$ cat config.mk
export PLATFORM = sky130hd
export DESIGN_NAME = rsf_regs
export DESIGN_NICKNAME = d
export VERILOG_FILES = /design/src/verilog/rsf_pkg.sv /design/src/verilog/rsf_regs.sv
export SDC_FILE = /design/constraint.sdc
export NUM_CORES = 1
export LEC_CHECK = 0
export BUFFER_PORTS_ARGS = -buffer_cell sky130_fd_sc_hd__buf_2
export CELL_PAD_IN_SITES_DETAIL_PLACEMENT = 1
export CELL_PAD_IN_SITES_GLOBAL_PLACEMENT = 1
export CORE_ASPECT_RATIO = 0.7
export CORE_MARGIN = 3
export CORE_UTILIZATION = 40
export CTS_BUF_LIST = sky130_fd_sc_hd__clkbuf_2
export CTS_CLUSTER_DIAMETER = 50
export DETAILED_ROUTE_END_ITERATION = 6
export GPL_ROUTABILITY_DRIVEN = 1
export PLACE_DENSITY_LB_ADDON = 0.1
export RECOVER_POWER = 25
export SLEW_MARGIN = 5
export SYNTH_ARGS = -nofsm -noshare
export SYNTH_HDL_FRONTEND = slang
export SYNTH_SLANG_ARGS = --single-unit
$ cat constraint.sdc
create_clock -name sys_clk -period 1.75 [get_ports sys_clk]
set_input_delay 0.175 -clock sys_clk [delete_from_list [all_inputs] [get_ports sys_clk]]
set_output_delay 0.175 -clock sys_clk [all_outputs]
set_load 0.05 [all_outputs]
$ cat src/verilog/rsf_pkg.sv
// Package: register map, field layout and carrier types of the ramp spread and fault bank
package rsf_pkg;

    // ****************************************
    // Register offsets
    // ****************************************
    localparam logic [7:0] OFS_SPREAD_MODE   = 8'h6b; // spread_mode_control
    localparam logic [7:0] OFS_SPREAD_RANGE  = 8'h6c; // spread_range_control
    localparam logic [7:0] OFS_RAMP_DIVISOR  = 8'h6d; // ramp_frequency_divisor
    localparam logic [7:0] OFS_TRI_STEP      = 8'h6e; // triangle_step_control
    localparam logic [7:0] OFS_AMP_BOUNDARY  = 8'h6f; // ramp_amp_boundary
    localparam logic [7:0] OFS_CHANNEL_FAULT_STATUS    = 8'h70; // channel_fault_status
    localparam logic [7:0] OFS_GLOBAL_A      = 8'h71; // global_fault_status_a
    localparam logic [7:0] OFS_GLOBAL_B      = 8'h72; // global_fault_status_b
    localparam logic [7:0] OFS_TEMP_WARN     = 8'h73; // temperature_warning_status
    localparam logic [7:0] OFS_FAULT_CLEAR   = 8'h78; // fault clear, bit 7 self-clearing

    // ****************************************
    // Reset values
    // ****************************************
    localparam logic [7:0] RST_SPREAD_MODE   = 8'h00;
    localparam logic [7:0] RST_SPREAD_RANGE  = 8'h00;
    localparam logic [7:0] RST_RAMP_DIVISOR  = 8'h50;
    localparam logic [7:0] RST_TRI_STEP      = 8'h11;
    localparam logic [7:0] RST_AMP_BOUNDARY  = 8'h24;
    localparam logic [6:0] RST_CLEAR_SPARE   = 7'h00;

    // ****************************************
    // Field positions
    // ****************************************
    localparam int BIT_PRE_DIV        = 5; // spread_mode_control
    localparam int BIT_MANUAL         = 4;
    localparam int BIT_RANDOM_EN      = 1;
    localparam int BIT_TRIANGLE_EN    = 0;
    localparam int RANDOM_RANGE_LSB   = 4; // spread_range_control, 3 bits
    localparam int TRIANGLE_CTRL_LSB  = 0; // 4 bits
    localparam int FALL_STEP_LSB      = 4; // triangle_step_control, 4 bits
    localparam int RISE_STEP_LSB      = 0; // 4 bits
    localparam int AMPLITUDE_LSB      = 5; // ramp_amp_boundary, 2 bits
    localparam int BOUNDARY_LSB       = 0; // 5 bits
    localparam int BIT_FAULT_CLEAR    = 7; // fault clear register
    localparam int BIT_LEFT_DC        = 3; // channel_fault_status
    localparam int BIT_RIGHT_DC       = 2;
    localparam int BIT_LEFT_OC        = 1;
    localparam int BIT_RIGHT_OC       = 0;
    localparam int BIT_OTP_CRC        = 7; // global_fault_status_a
    localparam int BIT_COEF_WR        = 6;
    localparam int BIT_CLK_FAULT      = 2;
    localparam int BIT_SUPPLY_OV      = 1;
    localparam int BIT_SUPPLY_UV      = 0;
    localparam int BIT_THERMAL_SD     = 0; // global_fault_status_b
    localparam int BIT_THERMAL_WARN   = 2; // temperature_warning_status

    // ****************************************
    // Ramp timing and thresholds
    // ****************************************
    localparam int unsigned RAMP_BASE_HZ      = 61440000; // manual ramp = base / divisor
    localparam int          WARN_THRESHOLD_C  = 135;      // comparator trip, degrees C
    localparam int          FAULT_W           = 11;       // flags in rsf_fault_t

    // ****************************************
    // Carriers
    // ****************************************
    typedef struct packed {
        logic       preDivSel;       // PLL/2 source in manual mode
        logic       manualMode;      // manual fields take effect
        logic       randomSpreadEnable;
        logic       triangleEnable;
        logic [2:0] randomSpreadRange;
        logic [3:0] triangleCtrl;    // triangle frequency and range
        logic [7:0] manualRampDivisor;
        logic [3:0] triangleFallStep;
        logic [3:0] triangleRiseStep;
        logic [1:0] manualRampAmplitude;
        logic [4:0] trianglePeriodBoundary;
    } rsf_spread_cfg_t;

    typedef struct packed {
        logic leftDcFault;
        logic rightDcFault;
        logic leftOvercurrentFault;
        logic rightOvercurrentFault;
        logic otpCrcError;
        logic coefficientWriteError;
        logic clockFault;
        logic supplyOvervoltageFlag;
        logic supplyUndervoltageFlag;
        logic thermalShutdownFlag;
        logic thermalWarningFlag;
    } rsf_fault_t;

endpackage

$ cat src/verilog/rsf_regs.sv
// Ramp spread-spectrum configuration and fault status register bank
`timescale 1ns/1ps
module rsf_regs
    import rsf_pkg::*;
(
    input  wire logic            sys_clk,    // 100 MHz register clock
    input  wire logic            reset_n,    // Async, active low
    input  wire logic            regWrite,   // Write strobe, one cycle
    input  wire logic            regRead,    // Read strobe, one cycle
    input  wire logic [7:0]      regAddr,    // Register offset
    input  wire logic [7:0]      regWdata,   // Write data
    output logic      [7:0]      regRdata,   // Read data, held until next read
    input  wire rsf_fault_t      faultRaw,   // Detector levels, asynchronous
    output rsf_fault_t           faultFlags, // Latched fault flags
    output rsf_spread_cfg_t      spreadCfg,  // Configuration to ramp controller
    output logic                 rampPreDivActive // Ramp runs on PLL/2
);

    // ****************************************
    // Storage
    // ****************************************
    logic [7:0]         spreadMode;     // Reserved bits kept, read back
    logic [7:0]         spreadRange;
    logic [7:0]         rampDivisor;
    logic [7:0]         triStep;
    logic [7:0]         ampBoundary;
    logic [6:0]         clearSpare;     // Spare bits of the clear register
    logic [FAULT_W-1:0] faultSync1;     // First synchroniser stage only
    logic [FAULT_W-1:0] faultSync2;     // Safe to read
    logic [FAULT_W-1:0] faultLatch;     // Sticky flags
    logic               clearPulse;     // Fault clear strobe
    rsf_fault_t         latchView;      // Named view of the sticky flags

    assign latchView = rsf_fault_t'(faultLatch);

    // Clear only on a write with bit 7 set; the bit itself never stores
    assign clearPulse = regWrite && (regAddr == OFS_FAULT_CLEAR)
                        && regWdata[BIT_FAULT_CLEAR];

    // ****************************************
    // Writable registers
    // ****************************************
    // Software writes; fault status offsets have no branch here
    always_ff @(posedge sys_clk or negedge reset_n) begin
        if (!reset_n) begin
            spreadMode  <= RST_SPREAD_MODE;
            spreadRange <= RST_SPREAD_RANGE;
            rampDivisor <= RST_RAMP_DIVISOR;
            triStep     <= RST_TRI_STEP;
            ampBoundary <= RST_AMP_BOUNDARY;
            clearSpare  <= RST_CLEAR_SPARE;
        end else if (regWrite) begin
            case (regAddr)
                OFS_SPREAD_MODE:  spreadMode  <= regWdata;
                OFS_SPREAD_RANGE: spreadRange <= regWdata;
                OFS_RAMP_DIVISOR: rampDivisor <= regWdata;
                OFS_TRI_STEP:     triStep     <= regWdata;
                OFS_AMP_BOUNDARY: ampBoundary <= regWdata;
                OFS_FAULT_CLEAR:  clearSpare  <= regWdata[6:0];
                default: begin
                    // Status and unmapped offsets ignore writes
                end
            endcase
        end
    end

    // ****************************************
    // Configuration outputs
    // ****************************************
    // Registered copy of the fields, one cycle behind the register
    always_ff @(posedge sys_clk or negedge reset_n) begin
        if (!reset_n) begin
            spreadCfg        <= '0;
            rampPreDivActive <= 1'b0;
        end else begin
            spreadCfg.preDivSel              <= spreadMode[BIT_PRE_DIV];
            spreadCfg.manualMode             <= spreadMode[BIT_MANUAL];
            spreadCfg.randomSpreadEnable     <= spreadMode[BIT_RANDOM_EN];
            spreadCfg.triangleEnable         <= spreadMode[BIT_TRIANGLE_EN];
            spreadCfg.randomSpreadRange      <= spreadRange[RANDOM_RANGE_LSB +: 3];
            spreadCfg.triangleCtrl           <= spreadRange[TRIANGLE_CTRL_LSB +: 4];
            spreadCfg.manualRampDivisor      <= rampDivisor;
            spreadCfg.triangleFallStep       <= triStep[FALL_STEP_LSB +: 4];
            spreadCfg.triangleRiseStep       <= triStep[RISE_STEP_LSB +: 4];
            spreadCfg.manualRampAmplitude    <= ampBoundary[AMPLITUDE_LSB +: 2];
            spreadCfg.trianglePeriodBoundary <= ampBoundary[BOUNDARY_LSB +: 5];
            // Pre-divide only matters once manual mode is on
            rampPreDivActive <= spreadMode[BIT_PRE_DIV] & spreadMode[BIT_MANUAL];
        end
    end

    // ****************************************
    // Fault capture
    // ****************************************
    // Detector levels are analogue-side, so two flops before any use
    always_ff @(posedge sys_clk or negedge reset_n) begin
        if (!reset_n) begin
            faultSync1 <= '0;
            faultSync2 <= '0;
        end else begin
            faultSync1 <= faultRaw;
            faultSync2 <= faultSync1;
        end
    end

    // Sticky per flag; a live fault beats the clear, so none is lost
    for (genvar i = 0; i < FAULT_W; i++) begin : g_latch
        always_ff @(posedge sys_clk or negedge reset_n) begin
            if (!reset_n) begin
                faultLatch[i] <= 1'b0;
            end else if (faultSync2[i]) begin
                faultLatch[i] <= 1'b1;
            end else if (clearPulse) begin
                faultLatch[i] <= 1'b0;
            end
        end
    end

    // Flag outputs track the latch one cycle later
    always_ff @(posedge sys_clk or negedge reset_n) begin
        if (!reset_n) begin
            faultFlags <= '0;
        end else begin
            faultFlags <= latchView;
        end
    end

    // ****************************************
    // Read port
    // ****************************************
    // Data lands one cycle after the strobe; unmapped offsets read zero
    always_ff @(posedge sys_clk or negedge reset_n) begin
        if (!reset_n) begin
            regRdata <= 8'h00;
        end else if (regRead) begin
            regRdata <= 8'h00;
            case (regAddr)
                OFS_SPREAD_MODE:  regRdata <= spreadMode;
                OFS_SPREAD_RANGE: regRdata <= spreadRange;
                OFS_RAMP_DIVISOR: regRdata <= rampDivisor;
                OFS_TRI_STEP:     regRdata <= triStep;
                OFS_AMP_BOUNDARY: regRdata <= ampBoundary;
                OFS_CHANNEL_FAULT_STATUS: begin
                    regRdata[BIT_LEFT_DC]  <= latchView.leftDcFault;
                    regRdata[BIT_RIGHT_DC] <= latchView.rightDcFault;
                    regRdata[BIT_LEFT_OC]  <= latchView.leftOvercurrentFault;
                    regRdata[BIT_RIGHT_OC] <= latchView.rightOvercurrentFault;
                end
                OFS_GLOBAL_A: begin
                    regRdata[BIT_OTP_CRC]   <= latchView.otpCrcError;
                    regRdata[BIT_COEF_WR]   <= latchView.coefficientWriteError;
                    regRdata[BIT_CLK_FAULT] <= latchView.clockFault;
                    regRdata[BIT_SUPPLY_OV] <= latchView.supplyOvervoltageFlag;
                    regRdata[BIT_SUPPLY_UV] <= latchView.supplyUndervoltageFlag;
                end
                OFS_GLOBAL_B: begin
                    // Upper bits stay zero from the default above
                    regRdata[BIT_THERMAL_SD] <= latchView.thermalShutdownFlag;
                end
                OFS_TEMP_WARN: begin
                    regRdata[BIT_THERMAL_WARN] <= latchView.thermalWarningFlag;
                end
                OFS_FAULT_CLEAR: regRdata <= {1'b0, clearSpare}; // Bit 7 self-clears
                default: begin
                    // Unmapped: zero
                end
            endcase
        end
    end
endmodule

==> impl_results.rst <==
.. list-table::
   :header-rows: 1

   * - Metric
     - Value
   * - Final setup violation count
     - 0
   * - Global-route met3 utilization
     - between 5 and 6%
   * - Portion of the post-synthesis area used by sequential elements
     - a little over two thirds
   * - Layout overhead on the synthesized area
     - 26.1%
   * - CP startpoint kind
     - register
   * - Share of the cycle needed by the critical path after routing
     - ~94%
   * - DRC violation count after routing
     - 0
   * - Number of iterations in the first detailed-routing pass
     - 4
   * - Required time worst endpoint
     - about 2.3 ns
   * - Buffers from clock root to sink, at most
     - 2
   * - Top Ports
     - 85
   * - Max Fanout on Critical Path
     - 3
   * - Initial antenna violation count
     - 0
   * - Die Footprint
     - 0.0134 sq mm
   * - Cell with the most instances after synthesis
     - dfrtp_1
   * - Die width
     - approximately 140 um
   * - Count of endpoints failing hold in the final timing report
     - 0
   * - Clock tree skew after final layout
     - ~0.023 ns
   * - Worst Setup End Kind
     - register
   * - Measured slew at the worst slew-check pin
     - ~0.47 ns
   * - Number of distinct library cells after synthesis
     - 47
   * - Number of global-route vias before repair
     - about 3.3k
   * - Data arrival at the endpoint of the critical path
     - between 2 and 2.5 ns
   * - Setup CP Type
     - register to register
   * - Maximum number of pins on one net before global-route repair
     - 52
   * - Biggest area consumer among synthesized cells
     - dfrtp_1
   * - Total number of vias
     - roughly 3.1k
   * - Fraction of post-synthesis cell area in the top cell type by area
     - about two thirds
   * - Sum of overflow across all layers after global routing
     - 0
   * - Clock transition at path regs
     - about 0.2 ns
   * - Crit path time final
     - roughly 1.6 ns
   * - Fraction of met2 tracks used by global routing
     - ~29%
   * - Count of input and output buffers
     - 84
   * - Clock insertion delay at the later pin of the skew report
     - 0.65 ns
   * - Weighted congestion at the end of routability-driven global placement
     - 0.872
   * - Async S/R FF share, synth
     - between 90% and 100%
   * - NumNets Final
     - around 490
   * - Number of enable flip-flop cells after synthesis
     - 0
   * - Drt wl/cell
     - around 19 um
   * - Hold crit path type
     - input pin to register
   * - Remaining antenna violation count after routing
     - 0
   * - Final sum of negative setup slack
     - 0 ns
   * - Global-route wire length before repair
     - between 15 and 20 mm
   * - Total power
     - roughly 5.5 mW
   * - Root Driver
     - clkbuf_2
   * - RSZ-0062 raised after global routing
     - no
   * - Number of buffers created by CTS
     - 17
   * - Largest vdd supply drop
     - just under 0.7 mV
   * - Cell row count
     - 32
   * - Leak Pwr
     - 2.95 nW
   * - Warnings from Yosys
     - 0
   * - TritonCTS clock tree
     - yes
   * - Worst slew slack as a fraction of its limit
     - between 60 and 70%
   * - Synthesized netlist cell count
     - 306
   * - Synthesis-stage register bit count
     - 134
   * - Cell types with the highest counts after synthesis
     - 128 x dfrtp_1, 50 x mux2_2, 11 x a21o_1
   * - Wire length after detailed routing
     - 11.7 mm
   * - Via-per-instance ratio
     - just over 5
   * - Leading cell types by total area after synthesis
     - dfrtp_1 67%, mux2_2 12%, dfstp_2 3.3%, a21o_1 1.7%, a22oi_1 1.4%
   * - GRT Resource Usage Total
     - around a fifth
   * - Max-cap violation count
     - 0
   * - Fmax
     - ~610 MHz
   * - Met1 demand-to-capacity share in global routing
     - a little over a quarter
   * - Result of the run
     - complete, no violations
   * - Global routing's busiest layer
     - met2
   * - Min Hold Slack
     - between 0.07 and 0.08 ns
   * - Avg Inst Size Synth
     - approximately 16 sq um
   * - Core region area
     - around 0.011 sq mm
   * - Netlist Area Pre-Place
     - between 0.004 and 0.005 sq mm
   * - Chip Height
     - between 90 and 100 um
   * - Most instantiated flip-flop cell in the synthesis netlist
     - dfrtp_1
   * - Detailed Place HPWL
     - 8.40 mm
   * - Proportion of layout cells with a drive suffix above 1
     - a little under half
   * - Buffers inserted by post-CTS timing repair
     - 0
   * - Diode insertion count for antenna repair
     - 0
   * - Pins over their slew limit
     - 0
   * - First-iteration detailed-routing DRC count
     - approximately 170
   * - Initial core utilization
     - between 40% and 50%
   * - Net count after synthesis
     - approximately 340
   * - Total power divided by cell area
     - 910 mW/mm^2
   * - CTS HTree Levels
     - 4
   * - Number of sinks driven by the clock tree
     - ~130
   * - Util after Layout
     - 53.3%
-- stage by stage --
step / cells / area (sq um) / setup WS [ns]
4_1_cts: 620 / 6050 / 0.105
2_1_floorplan: 306 / 4810 / 0.137
3_5_place_dp: 565 / 5620 / -0.0511
6_report: 621 / 6060 / 0.107
5_1_grt: 621 / 6060 / 0.0643
3_3_place_gp: 565 / 5620 / -0.0236
-- sequential cells by signal (all words and copies together) (netlist names) --
signal            count
rampPreDivActive      1
clearSpare            7
faultSync2           11
faultLatch           11
faultFlags           11
spreadRange           8
spreadCfg            34
rampDivisor           8
ampBoundary           8
spreadMode            8
triStep               8
regRdata              8
faultSync1           11
-- report_power, final --
part,internal [mW],leakage [nW],switching (mW)
combinational,0.204,1.17,0.377
clock,0.510,0.118,1.13
sequential,3.23,1.66,0.0688
total,3.94,2.95,1.58
-- cell type report --
type	instances	area [sq um]
multi-input cells	157	1350
well taps	153	191
fillers	1180	5310
flip-flops and latches	134	3360
clock inverters	13	108
repair buffers	143	955
inverters	2	7.51
clock buffers	19	95.1
-- cell usage in the layout, fill, tap and decap left out, types with 2 or more instances in the layout --
| cell type | n |
|---|---|
| and3b_1 | 2 |
| nand3b_1 | 3 |
| inv_1 | 2 |
| and2_1 | 5 |
| nor3b_1 | 3 |
| o32a_1 | 2 |
| dfrtp_1 | 128 |
| o21ai_0 | 5 |
| mux4_2 | 2 |
| clkinvlp_4 | 5 |
| clkbuf_2 | 19 |
| and3_1 | 2 |
| nor2_1 | 7 |
| dlygate4sd3_1 | 24 |
| inv_6 | 2 |
| mux2_2 | 50 |
| a221oi_1 | 3 |
| clkinv_2 | 3 |
| mux2i_1 | 3 |
| buf_4 | 33 |
| clkinv_1 | 2 |
| nand3_2 | 3 |
| nand3_1 | 5 |
| a21o_1 | 11 |
| a21oi_1 | 7 |
| a22oi_1 | 9 |
| a31oi_1 | 3 |
| buf_2 | 83 |
| nand2_1 | 8 |
| dfstp_1 | 6 |
| buf_12 | 2 |
| a22o_1 | 4 |
-- critical path, cell delays in order (launching register included) --
cell,delay [ns]
dfrtp_1,0.45
mux2_2,0.27
a22o_1,0.18
a221o_1,0.31
o32a_1,0.33
-- worst paths after layout --
| check | start | slack [ns] | depth (start not counted) | end |
|---|---|---|---|---|
| worst max register to register | ampBoundary[3] | 0.11 | 4 | regRdata[3] |
| worst min register to register | faultSync1[8] | 0.36 | 0 | faultSync2[8] |
| worst min-delay path | regWrite | 0.08 | 4 | rampDivisor[7] |
| worst max-delay path | ampBoundary[3] | 0.11 | 4 | regRdata[3] |
| max in group asynchronous | reset_n | 0.58 | 4 | rampDivisor[4] |
| min in group asynchronous | reset_n | 0.55 | 3 | faultFlags[5] |
-- logic make-up (layout without fill, tap and decap cells) --
group / count (synthesis) / count (layout) / share of synthesized area (%)
buffers and inverters: 15 / 177 / 2.11
AOI/OAI and AO/OA: 54 / 54 / 8.09
muxes: 55 / 55 / 13.3
DFF: 134 / 134 / 69.9
and+or+nand+nor: 48 / 48 / 6.66
-- layer usage --
layer,share of wire [%],vias to the layer above,routed length (um)
met5,0,-,0
met4,1.2,0,141
met3,5.2,16,604
met2,47,78,5480
met1,47,1626,5480
li1,-,1406,-
-- what timing repair did --
| item | 4_1_cts | 5_1_grt |
|---|---|---|
| gates resized for setup | 0 | 0 |
| hold buffers | 23 | 1 |
| setup endpoints to repair | 0 | 0 |
| hold endpoints to repair | 209 | 1 |
Note: power is estimated with default switching activity, not from simulation.
